<file path="src/rtl/pwm_c_regs.vh">
// register offsets, field positions and reset values for generator c timing control
// assumes a 32-bit avalon-mm slave with one register per aligned word
`ifndef PWM_C_REGS_VH
`define PWM_C_REGS_VH

`define OFS_FREQ_CTRL      5'h00
`define OFS_COUNTER        5'h04
`define OFS_MODULUS        5'h08
`define OFS_DEADTIME       5'h0C
`define OFS_ENABLE_CTRL    5'h10

`define FQ_LDFQ_HI         7
`define FQ_LDFQ_LO         4
`define FQ_HALF_BIT        3
`define FQ_PRSC_HI         2
`define FQ_PRSC_LO         1
`define FQ_FLAG_BIT        0

`define EN_GLOBAL_SEL_BIT  2
`define EN_LDOK_BIT        1
`define EN_IRQ_EN_BIT      0

`define RST_DEADTIME       12'h0FFF
`define RST_MODULUS        15'h0001
`define MOD_ZERO           15'h0000
`define MOD_ONE            15'h0001
`define DATA_ZERO          32'h0000_0000

`endif

</file>
<file path="src/rtl/pwm_gen_c_reload_timing.v">
// generator c timing and reload control: prescaler, counter, modulus, load frequency,
// reload flag and deadtime, with an avalon-mm register slave
// assumes one core clock, synchronous unit-level inputs, and software as only partner
//
// Added by the designer: the Avalon-MM slave port and the register offsets.
`timescale 1ns/10ps
`include "pwm_c_regs.vh"
module pwm_gen_c_reload_timing
(
   input  wire        core_clk_in,
   input  wire        arst_n_in,
   input  wire [4:0]  avs_address_in,
   input  wire        avs_read_in,
   input  wire        avs_write_in,
   input  wire [31:0] avs_writedata_in,
   input  wire [3:0]  avs_byteenable_in,
   output reg  [31:0] avs_readdata_out,
   output wire        avs_waitrequest_out,
   input  wire        multi_generator_enable_in,
   input  wire        write_protect_in,
   input  wire        global_load_okay_in,
   input  wire        center_aligned_in,
   output wire        reload_irq_out,
   output wire        reload_pulse_out,
   output reg  [14:0] counter_out,
   output reg  [11:0] deadtime_ticks_out,
   output wire [1:0]  prescaler_active_out,
   output wire [14:0] modulus_active_out
);
   // ---------------------------------------------------------------
   // register state
   // ---------------------------------------------------------------
   reg  [3:0]  ldfq_buf_r;
   reg  [3:0]  ldfq_act_r;
   reg         half_r;
   reg  [1:0]  prsc_buf_r;
   reg  [1:0]  prsc_act_r;
   reg         flag_r;
   reg         flag_armed_r;
   reg  [14:0] mod_buf_r;
   reg  [14:0] mod_act_r;
   reg  [11:0] dtm_r;
   reg         ldok_r;
   reg         ldok_armed_r;
   reg         gsel_r;
   reg         irq_en_r;
   reg  [3:0]  opp_cnt_r;
   reg         count_down_r;
   reg         ack_r;
   reg  [14:0] counter_nxt;
   reg         down_nxt;

   wire        tick;
   wire        opportunity;
   wire        reload;
   wire        load_ok;
   wire        wr_acc;
   wire        rd_acc;
   wire        wr_fq;
   wire        wr_mod;
   wire        wr_dtm;
   wire        wr_en;
   wire        wr_lo_lane;
   wire        wr_hi_lane;

   // ---------------------------------------------------------------
   // bus slave: one wait cycle, then answer
   // ---------------------------------------------------------------
   // waitrequest drops one cycle after the request rises, so every access
   // takes two edges; it keeps read data registered off the bus path
   assign avs_waitrequest_out = (avs_read_in | avs_write_in) & ~ack_r;
   assign wr_acc     = avs_write_in & ~avs_waitrequest_out;
   assign rd_acc     = avs_read_in & ~avs_waitrequest_out;
   assign wr_lo_lane = avs_byteenable_in[0];
   assign wr_hi_lane = avs_byteenable_in[1];

   function hit;
      input [4:0] addr;
      input [4:0] ofs;
      begin
         hit = (addr == ofs);
      end
   endfunction

   assign wr_fq  = wr_acc & multi_generator_enable_in & hit(avs_address_in, `OFS_FREQ_CTRL);
   assign wr_mod = wr_acc & multi_generator_enable_in & hit(avs_address_in, `OFS_MODULUS);
   assign wr_dtm = wr_acc & multi_generator_enable_in & ~write_protect_in
                   & hit(avs_address_in, `OFS_DEADTIME);
   assign wr_en  = wr_acc & multi_generator_enable_in & hit(avs_address_in, `OFS_ENABLE_CTRL);

   always @(posedge core_clk_in or negedge arst_n_in)
   begin
      if (!arst_n_in)
         ack_r <= 1'b0;
      else
         ack_r <= (avs_read_in | avs_write_in) & ~ack_r;
   end

   // ---------------------------------------------------------------
   // reload timing
   // ---------------------------------------------------------------
   assign load_ok = gsel_r ? global_load_okay_in : ldok_r;

   pwm_c_prescaler u_prescaler
   (
      .core_clk_in (core_clk_in),
      .arst_n_in   (arst_n_in),
      .restart_in  (reload),
      .sel_in      (prsc_act_r),
      .tick_out    (tick)
   );

   // opportunity at count zero, or at modulus match when half-cycle reload is on
   assign opportunity = tick & (
                        (counter_out == `MOD_ZERO) ? ~count_down_r :
                        (half_r & center_aligned_in & (counter_out == mod_act_r) &
                         ~count_down_r));
   assign reload      = opportunity & (opp_cnt_r == ldfq_act_r);

   always @(posedge core_clk_in or negedge arst_n_in)
   begin
      if (!arst_n_in)
         opp_cnt_r <= 4'h0;
      else if (reload)
         opp_cnt_r <= 4'h0;
      else if (opportunity)
         opp_cnt_r <= opp_cnt_r + 4'h1;
   end

   // counter runs up to modulus-1 (edge) or up to modulus then down (center)
   always @*
   begin
      counter_nxt = counter_out;
      down_nxt    = count_down_r;
      if (tick)
      begin
         if (center_aligned_in)
         begin
            if (!count_down_r && counter_out >= mod_act_r)
            begin
               down_nxt    = 1'b1;
               counter_nxt = counter_out - `MOD_ONE;
            end
            else if (count_down_r && counter_out <= `MOD_ONE)
            begin
               down_nxt    = 1'b0;
               counter_nxt = `MOD_ZERO;
            end
            else if (count_down_r)
               counter_nxt = counter_out - `MOD_ONE;
            else
               counter_nxt = counter_out + `MOD_ONE;
         end
         else
         begin
            down_nxt    = 1'b0;
            // period equals modulus pwm clocks
            if (counter_out >= mod_act_r - `MOD_ONE)
               counter_nxt = `MOD_ZERO;
            else
               counter_nxt = counter_out + `MOD_ONE;
         end
      end
   end

   always @(posedge core_clk_in or negedge arst_n_in)
   begin
      if (!arst_n_in)
      begin
         counter_out  <= `MOD_ZERO;
         count_down_r <= 1'b0;
      end
      else
      begin
         counter_out  <= counter_nxt;
         count_down_r <= down_nxt;
      end
   end

   // load frequency moves into use at every reload, prescaler and modulus only at a reload with load okay
   always @(posedge core_clk_in or negedge arst_n_in)
   begin
      if (!arst_n_in)
      begin
         ldfq_act_r <= 4'h0;
         prsc_act_r <= 2'h0;
         mod_act_r  <= `RST_MODULUS;
      end
      else if (reload)
      begin
         ldfq_act_r <= ldfq_buf_r;
         if (load_ok)
         begin
            prsc_act_r <= prsc_buf_r;
            mod_act_r  <= mod_buf_r;
         end
      end
   end

   // ---------------------------------------------------------------
   // software-written fields
   // ---------------------------------------------------------------
   always @(posedge core_clk_in or negedge arst_n_in)
   begin
      if (!arst_n_in)
      begin
         ldfq_buf_r <= 4'h0;
         half_r     <= 1'b0;
         prsc_buf_r <= 2'h0;
         mod_buf_r  <= `RST_MODULUS;
         dtm_r      <= `RST_DEADTIME;
         gsel_r     <= 1'b0;
         irq_en_r   <= 1'b0;
      end
      else
      begin
         if (wr_fq && wr_lo_lane)
         begin
            ldfq_buf_r <= avs_writedata_in[`FQ_LDFQ_HI:`FQ_LDFQ_LO];
            half_r     <= avs_writedata_in[`FQ_HALF_BIT];
            prsc_buf_r <= avs_writedata_in[`FQ_PRSC_HI:`FQ_PRSC_LO];
         end
         if (wr_mod && wr_lo_lane)
            mod_buf_r[7:0] <= avs_writedata_in[7:0];
         if (wr_mod && wr_hi_lane)
            mod_buf_r[14:8] <= avs_writedata_in[14:8];
         if (wr_dtm && wr_lo_lane)
            dtm_r[7:0] <= avs_writedata_in[7:0];
         if (wr_dtm && wr_hi_lane)
            dtm_r[11:8] <= avs_writedata_in[11:8];
         if (wr_en && wr_lo_lane)
         begin
            // global select is frozen by the same lock as deadtime
            if (!write_protect_in)
               gsel_r <= avs_writedata_in[`EN_GLOBAL_SEL_BIT];
            irq_en_r <= avs_writedata_in[`EN_IRQ_EN_BIT];
         end
      end
   end

   // ---------------------------------------------------------------
   // reload flag and load-okay handshakes
   // ---------------------------------------------------------------
   // the armed bit records a read that saw the flag set; a reload in between
   // disarms it, so a late write of one cannot lose the newer reload
   always @(posedge core_clk_in or negedge arst_n_in)
   begin
      if (!arst_n_in)
      begin
         flag_r       <= 1'b0;
         flag_armed_r <= 1'b0;
      end
      else
      begin
         if (reload)
         begin
            flag_r       <= 1'b1;
            flag_armed_r <= 1'b0;
         end
         else
         begin
            if (wr_fq && wr_lo_lane && avs_writedata_in[`FQ_FLAG_BIT] && flag_armed_r)
               flag_r <= 1'b0;
            if (rd_acc && hit(avs_address_in, `OFS_FREQ_CTRL) && multi_generator_enable_in)
               flag_armed_r <= flag_r;
            else if (wr_fq)
               flag_armed_r <= 1'b0;
         end
      end
   end

   always @(posedge core_clk_in or negedge arst_n_in)
   begin
      if (!arst_n_in)
      begin
         ldok_r       <= 1'b0;
         ldok_armed_r <= 1'b0;
      end
      else
      begin
         if (reload && ldok_r)
            ldok_r <= 1'b0;
         else if (wr_en && wr_lo_lane)
         begin
            if (!avs_writedata_in[`EN_LDOK_BIT])
               ldok_r <= 1'b0;
            else if (ldok_armed_r)
               ldok_r <= 1'b1;
         end
         if (rd_acc && hit(avs_address_in, `OFS_ENABLE_CTRL) && multi_generator_enable_in)
            ldok_armed_r <= ~ldok_r;
         else if (wr_en)
            ldok_armed_r <= 1'b0;
      end
   end

   assign reload_irq_out = flag_r & irq_en_r;
   assign reload_pulse_out     = reload;
   assign prescaler_active_out = prsc_act_r;
   assign modulus_active_out   = mod_act_r;

   // deadtime is kept in pwm clocks, so its length in core clocks follows the
   // active prescaler divisor without a multiplier here
   always @(posedge core_clk_in or negedge arst_n_in)
   begin
      if (!arst_n_in)
         deadtime_ticks_out <= `RST_DEADTIME;
      else
         deadtime_ticks_out <= dtm_r;
   end

   // ---------------------------------------------------------------
   // read data
   // ---------------------------------------------------------------
   always @(posedge core_clk_in or negedge arst_n_in)
   begin
      if (!arst_n_in)
         avs_readdata_out <= `DATA_ZERO;
      else if (!multi_generator_enable_in)
         avs_readdata_out <= `DATA_ZERO;
      else if (avs_read_in && avs_waitrequest_out)
      begin
         case (avs_address_in)
            `OFS_FREQ_CTRL:
               avs_readdata_out <= {24'h00_0000, ldfq_buf_r, half_r, prsc_buf_r, flag_r};
            `OFS_COUNTER:
               avs_readdata_out <= {17'h0_0000, counter_out};
            `OFS_MODULUS:
               avs_readdata_out <= {17'h0_0000, mod_buf_r};
            `OFS_DEADTIME:
               avs_readdata_out <= {20'h0_0000, dtm_r};
            `OFS_ENABLE_CTRL:
               avs_readdata_out <= {29'h0000_0000, gsel_r, ldok_r, irq_en_r};
            default:
               avs_readdata_out <= `DATA_ZERO;
         endcase
      end
   end
endmodule // pwm_gen_c_reload_timing

</file>
<file path="src/rtl/pwm_c_prescaler.v">
// prescaler for generator c: emits one-cycle pwm clock ticks
// assumes sel is stable between reloads; counter restarts on restart_in
`timescale 1ns/10ps
module pwm_c_prescaler
(
   input  wire       core_clk_in,
   input  wire       arst_n_in,
   input  wire       restart_in,
   input  wire [1:0] sel_in,
   output wire       tick_out
);
   reg  [2:0] div_cnt_r;
   wire [2:0] div_max;

   // divide by 1, 2, 4 or 8
   assign div_max  = (3'h1 << sel_in) - 3'h1;
   assign tick_out = (div_cnt_r == div_max);

   always @(posedge core_clk_in or negedge arst_n_in)
   begin
      if (!arst_n_in)
         div_cnt_r <= 3'h0;
      else if (restart_in || tick_out)
         div_cnt_r <= 3'h0;
      else
         div_cnt_r <= div_cnt_r + 3'h1;
   end
endmodule // pwm_c_prescaler

</file>
<file path="config.mk">
export PLATFORM = sky130hd
export DESIGN_NAME = pwm_gen_c_reload_timing
export DESIGN_NICKNAME = d
export VERILOG_FILES = /design/src/rtl/pwm_gen_c_reload_timing.v /design/src/rtl/pwm_c_prescaler.v
export VERILOG_INCLUDE_DIRS = /design/src /design/src/rtl
export SDC_FILE = /design/constraint.sdc
export NUM_CORES = 1
export LEC_CHECK = 0
export ABC_AREA = 0
export BUFFER_PORTS_ARGS = -buffer_cell sky130_fd_sc_hd__buf_2
export CORE_MARGIN = 10
export CORE_UTILIZATION = 30
export CTS_CLUSTER_SIZE = 14
export DETAILED_ROUTE_END_ITERATION = 7
export GPL_TIMING_DRIVEN = 0
export PLACE_DENSITY_LB_ADDON = 0.25
export SYNTH_ARGS = -nofsm -noshare
export SYNTH_HDL_FRONTEND = slang
export SYNTH_HIERARCHICAL = 1
export SYNTH_SLANG_ARGS = --single-unit
</file>
<file path="constraint.sdc">
create_clock -name core_clk_in -period 9.8 [get_ports core_clk_in]
set_input_delay 0.49 -clock core_clk_in [delete_from_list [all_inputs] [get_ports core_clk_in]]
set_output_delay 0.49 -clock core_clk_in [all_outputs]
set_load 0.005 [all_outputs]
</file>
Word-level counts from Yosys, hierarchy flattened
Index checks and enable logic that the tools add are counted.
{"block": "totals", "reg_bits": 129, "in_bits": 49, "out_inout_bits": 79, "elab_cells": 120}
{"block": "op_classes", "addsub": 6, "magnitude_cmp": 3, "eq_ne": 10, "shift": 1, "n_mux": 27, "bitwise_logic": 21, "n_reduce_logical": 29}
{"op": "$mux 15", "count": 5}
{"op": "$pmux 15 s5", "count": 1}
{"op": "$mux 32", "count": 2}
{"op": "$ge 15x15->1", "count": 2}
{"op": "$sub 15x1->15 const B", "count": 2}
{"op": "$logic_and 1x1->1", "count": 16}
{"op": "$mux 1", "count": 16}
{"op": "$add 15x1->15 const B", "count": 1}
{"op": "$and 1x1->1", "count": 15}
{"op": "$eq 15x15->1", "count": 1}
{"op": "$le 15x1->1 const B", "count": 1}
{"op": "$logic_not 15->1", "count": 1}
{"op": "$eq 5x4->1 const B", "count": 2}
{"op": "$mux 4", "count": 2}
{"op": "$reduce_and 2->1", "count": 4}
{"op": "$reduce_bool 2->1", "count": 4}
{"op": "$ne 3x1->1 const B", "count": 2}
{"op": "$eq 5x3->1 const B", "count": 1}
{"op": "$eq 5x5->1 const B", "count": 1}
{"op": "$logic_not 5->1", "count": 1}
{"op": "$not 1->1", "count": 5}
{"op": "$add 4x1->4 const B", "count": 1}
{"op": "$eq 4x4->1", "count": 1}
{"op": "$add 3x1->3 const B", "count": 1}
{"op": "9 further kinds", "count": 9}

Logic depth before layout (Yosys ltp)
{"block": "logic_depth", "ltp_word": 11, "depth_mapped": 16, "depth_no_buf": 15}

Cells and area by module
Netlist, hierarchy kept.
{"mod": "pwm_gen_c_reload_timing", "n_inst": 1, "cells_each": 658, "area_each_um2": 6630.1, "seq_area_each_um2": 2760.1}
{"mod": "pwm_c_prescaler", "n_inst": 1, "cells_each": 17, "area_each_um2": 180.2, "seq_area_each_um2": 75.1}

Least setup slack after synthesis
OpenSTA, ideal clock, no wires.
{"block": "synth_path", "path_type": "reg-to-reg", "from": "register mod_act_r[1] (netlist: modulus_active_out[1])", "to": "register counter_out[2]", "setup_ns": 0.077, "t_arrival_ns": 3.172, "t_required_ns": 9.723, "slack_ns": 6.551, "path_stages_with_launch": 17, "n_path_buf": 1, "period_less_slack_ns": 3.249, "path_cell_list": "dfrtp_1 > inv_1 > ha_1 > nand3_1 > nor3_1 > nand2_1 > nor4_1 > xnor2_1 > ha_1 > a21oi_1 > o21ai_0 > a2111oi_0 > o21ai_1 > clkbuf_1 > nor3b_1 > o21ai_0 > a21oi_1"}
{"block": "synth_between", "elab_chain_len": 4, "elab_cells_between_ends": 7, "cone_classes": "add/sub: 1; order compare: 2; mux: 3; reduce/logical: 1"}
{"item": "start: declaration", "line": "pwm_gen_c_reload_timing.v:41", "rtl": "reg [14:0] mod_act_r;"}
{"item": "start signal: assignment", "line": "pwm_gen_c_reload_timing.v:187", "rtl": "mod_act_r <= `RST_MODULUS;"}
{"item": "start signal: assignment", "line": "pwm_gen_c_reload_timing.v:195", "rtl": "mod_act_r <= mod_buf_r;"}
{"item": "$sub 15x1->15 (no source line) / $ge 15x15->1 (equally long branches)"}
{"item": "$ge 15x15->1 (no source line) / $logic_and 1x1->1 (equally long branches)"}
{"item": "$mux 15 (on tied branches)", "line": "pwm_gen_c_reload_timing.v:158, pwm_gen_c_reload_timing.v:139"}
{"item": "$mux 15 *", "line": "pwm_gen_c_reload_timing.v:137", "rtl": "if (center_aligned_in)"}
{"item": "end signal: assignment", "line": "pwm_gen_c_reload_timing.v:170", "rtl": "counter_out <= `MOD_ZERO;"}
{"item": "end signal: assignment", "line": "pwm_gen_c_reload_timing.v:175", "rtl": "counter_out <= counter_nxt;"}
{"item": "end: declaration", "line": "pwm_gen_c_reload_timing.v:25", "rtl": "output reg [14:0] counter_out,"}
Every way passes the cells marked *; elsewhere a longest branch is shown, timed or not.
A chain may end at the register's enable or synchronous reset.

Final worst setup path
{"block": "layout_path", "from": "register mod_act_r[2] (netlist: modulus_active_out[2])", "to": "register counter_out[3]"}
The elaborated chain is that of the path after synthesis.

==> flow_metrics.env <==
export IMPL_worst_slack_ns=5.460
export IMPL_hold_class="in2async"
export IMPL_synth_xor_area_frac=0.03601
export IMPL_cts_root_buf="clkbuf_16"
export IMPL_coreArea_sq_mm=0.02250
export IMPL_ys_ff_latch=112
export IMPL_grt_setup_unrepaired="false"
export IMPL_path_class="reg2reg"
export IMPL_ctsResizeCount=0
export IMPL_wire_per_inst_um=19.24
export IMPL_slew_violations=0
export IMPL_setup_viol=0
export IMPL_grt_max_degree=83
export IMPL_avgSynthCellArea_sq_um=10.09
export IMPL_start_util=0.3026
export IMPL_period_share=0.4429
export IMPL_drcViolationCount=0
export IMPL_place_ws_ns=5.519
export IMPL_drt_first_iter_violations=403
export IMPL_endpoint_kind="flop"
export IMPL_seq_area_frac_synth=0.4163
export IMPL_synth_cells=675
export IMPL_die_area_sq_mm=0.02913
export IMPL_synth_compound_area_frac=0.1444
export IMPL_place_gp_congestion=0.8402
export IMPL_worstPathArrival_ns=4.57
export IMPL_die_w_um=170.7
export IMPL_yosys_area_share_simple=0.1642
export IMPL_cts_made_buffers=9
export IMPL_grt_pass1_wl_um=32800
export IMPL_antenna_found_initial=0
export IMPL_htree_levels=3
export IMPL_irDropWorstVdd_mv=0.08571
export IMPL_grt_ovfl_total=0
export IMPL_muxShareOfSynthArea=0.1214
export IMPL_grt_pass1_vias=5649
export IMPL_synth_top_family_by_area="simple AND/OR/NAND/NOR gates"
export IMPL_ios=128
export IMPL_yosys_area_share_adder=0.06614
export IMPL_rows=55
export IMPL_clkTransAtPathRegs_ns=0.08
export IMPL_synth_distinct_cells=82
export IMPL_met2_usage=0.2248
export IMPL_maxCapViolCount=0
export IMPL_slew_headroom=0.4048
export IMPL_dp_hpwl_um=16200
export IMPL_nets=876
export IMPL_grt_usage=0.1426
export IMPL_p_leak_nw=3.759
export IMPL_areaGrowthSynthToFinish_pct=17.21
export IMPL_clock_path_buffers=2
export IMPL_power_density_mw_per_mm2=201.8
export IMPL_worst_pin_slew_ns=0.8847
export IMPL_global_route_usage_met1=0.1974
export IMPL_synthArstFlopShare=1.000
export IMPL_yosys_most_used_dff="dfrtp_1"
export IMPL_antenna_diode_count=0
export IMPL_clock_latency_ns=0.35
export IMPL_hold_buffers=0
export IMPL_cts_sinks=112
export IMPL_drive_gt1_frac=0.3028
export IMPL_vias_per_cell=5.204
export IMPL_die_h_um=170.7
export IMPL_hold_viol_final=0
export IMPL_tns_ns=0
export IMPL_wl_um=20800
export IMPL_synth_area_sq_mm=0.006810
export IMPL_cts_setup_buffers=0
export IMPL_worst_path_max_fanout=10
export IMPL_worstSetupStartpointType="flop"
export IMPL_postRouteAntennaNets=0
export IMPL_firstDrtPassIters=5
export IMPL_port_buffers=88
export IMPL_finClkSkew_ns=0.01130
export IMPL_yosysWarnings=6
export IMPL_synth_edf_count=0
export IMPL_status="finished, final reports clean"
export IMPL_max_freq_mhz=230.4
export IMPL_vias=5626
export IMPL_use_met3=0.03226
export IMPL_finalCriticalPeriod_ns=4.340
export IMPL_top_usage_layer="met2"
export IMPL_crit_required_ns=10.03
export IMPL_cts_tree="done"
==> worst max-delay path: stages, from the launching register on <==
cell      delay [ns]
dfrtp_1         0.46
nor3_1          0.39
nand2_1         0.13
nor4_1          0.69
nand2_1         0.14
xnor2_1         0.17
ha_1            0.29
and4_1          0.22
nand2_1         0.06
o21ai_1         0.58
clkbuf_1        0.52
o32ai_1         0.15
a221o_1         0.39
==> state kept, by name, summed over array words and instances (netlist names) <==
register,cells
avs_readdata_out,15
counter_out,15
mod_buf_r,15
modulus_active_out,15
deadtime_ticks_out,12
dtm_r,12
ldfq_act_r,4
ldfq_buf_r,4
opp_cnt_r,4
u_prescaler/div_cnt_r,3
prescaler_active_out,2
prsc_buf_r,2
ack_r,1
count_down_r,1
flag_armed_r,1
flag_r,1
gsel_r,1
half_r,1
irq_en_r,1
ldok_armed_r,1
ldok_r,1
==> area by class of cell <==
cell class,count,area (sq um)
fillers,2317,14520
multi-input cells,511,3689
flip-flops and latches,112,2835
repair buffers,89,474.2
well taps,285,356.6
plain buffers,44,256.5
clock buffers,9,225.2
inverters,24,90.09
clock inverters,7,56.30
==> synth_stat cells, drive strengths merged (7+ instances only) <==
cell type | n | share of area
a21oi | 25 | 0.019
nand4 | 10 | 0.0092
buf | 26 | 0.028
nor2 | 36 | 0.022
xnor2 | 26 | 0.033
and2 | 8 | 0.0073
dfrtp | 86 | 0.32
inv | 24 | 0.013
nor3 | 21 | 0.018
dfstp | 26 | 0.10
nor4 | 9 | 0.014
mux2 | 63 | 0.11
mux2i | 8 | 0.012
nand2 | 70 | 0.040
clkbuf | 18 | 0.0099
a22oi | 15 | 0.017
a211oi | 7 | 0.0077
o21ai | 56 | 0.042
and3 | 8 | 0.0075
nand3 | 18 | 0.014
ha | 36 | 0.066
==> final timing paths <==
path	from	slack [ns]	cells past startpoint	end
setup reg to reg	modulus_active_out[2]$_DFFE_PN0P_	5.46	12	counter_out[3]$_DFFE_PN0P_
hold reg to reg	dtm_r[7]$_DFFE_PN1P_	0.38	0	deadtime_ticks_out[7]$_DFF_PN1_
min in group core_clk_in	avs_writedata_in[12]	0.37	2	mod_buf_r[12]$_DFFE_PN0P_
max in group asynchronous	arst_n_in	9.04	2	dtm_r[8]$_DFFE_PN1P_
hold / removal	arst_n_in	0.009	1	irq_en_r$_DFFE_PN0P_
setup / recovery	modulus_active_out[2]$_DFFE_PN0P_	5.46	12	counter_out[3]$_DFFE_PN0P_
==> through the flow <==
step,total power [W],utilization,hold WS (ns),cell area [sq um],std cells
5_1_grt,0.001726,0.3547,0.01525,7983,1081
6_report,0.001611,0.3547,0.008682,7983,1081
2_1_floorplan,0.001042,-,0.1944,6870,691
3_3_place_gp,0.001250,0.3407,0.3623,7667,1064
4_1_cts,0.001621,0.3547,0.009977,7983,1081
3_5_place_dp,0.001257,0.3422,0.3655,7701,1065
==> cells by family (layout without fill, tap and decap cells) <==
logic type | after synthesis | count (layout)
muxes | 71 | 71
buffers and inverters | 68 | 173
DFF | 112 | 112
adders and majority gates | 36 | 36
AOI/OAI and AO/OA | 149 | 149
and+or+nand+nor | 210 | 210
other | 1 | 17
xor gates and xnor gates | 28 | 28
==> cell usage in the layout (no fill, tap or decap), types with 10 or more instances in the layout <==
cell type / instances
dfstp_2: 26
nand3_1: 17
mux2_2: 53
dfrtp_1: 86
a21oi_1: 24
nor2_1: 35
nand4_1: 10
mux2_4: 10
o21ai_0: 51
buf_4: 17
ha_1: 36
xnor2_1: 26
conb_1: 17
nand2_1: 67
nor3_1: 18
inv_1: 24
clkbuf_1: 18
buf_2: 91
a22oi_1: 15
==> routing by layer <==
metal / vias to the layer above / share of wire / wire [um]
met5: - / 0 / 0
met1: 2809 / 0.47 / 9856
li1: 2659 / - / -
met3: 16 / 0.056 / 1165
met4: 0 / 0.0082 / 170
met2: 142 / 0.46 / 9605
==> power breakdown <==
part | internal (W) | total (W) | leakage [nW] | switching (W)
combinational | 0.000268 | 0.000670 | 2.17 | 0.000402
sequential | 0.000506 | 0.000581 | 1.45 | 0.0000750
clock | 0.000176 | 0.000360 | 0.142 | 0.000184
total | 0.000950 | 0.00161 | 3.76 | 0.000661
No activity file was read; power rests on OpenSTA's default activity.
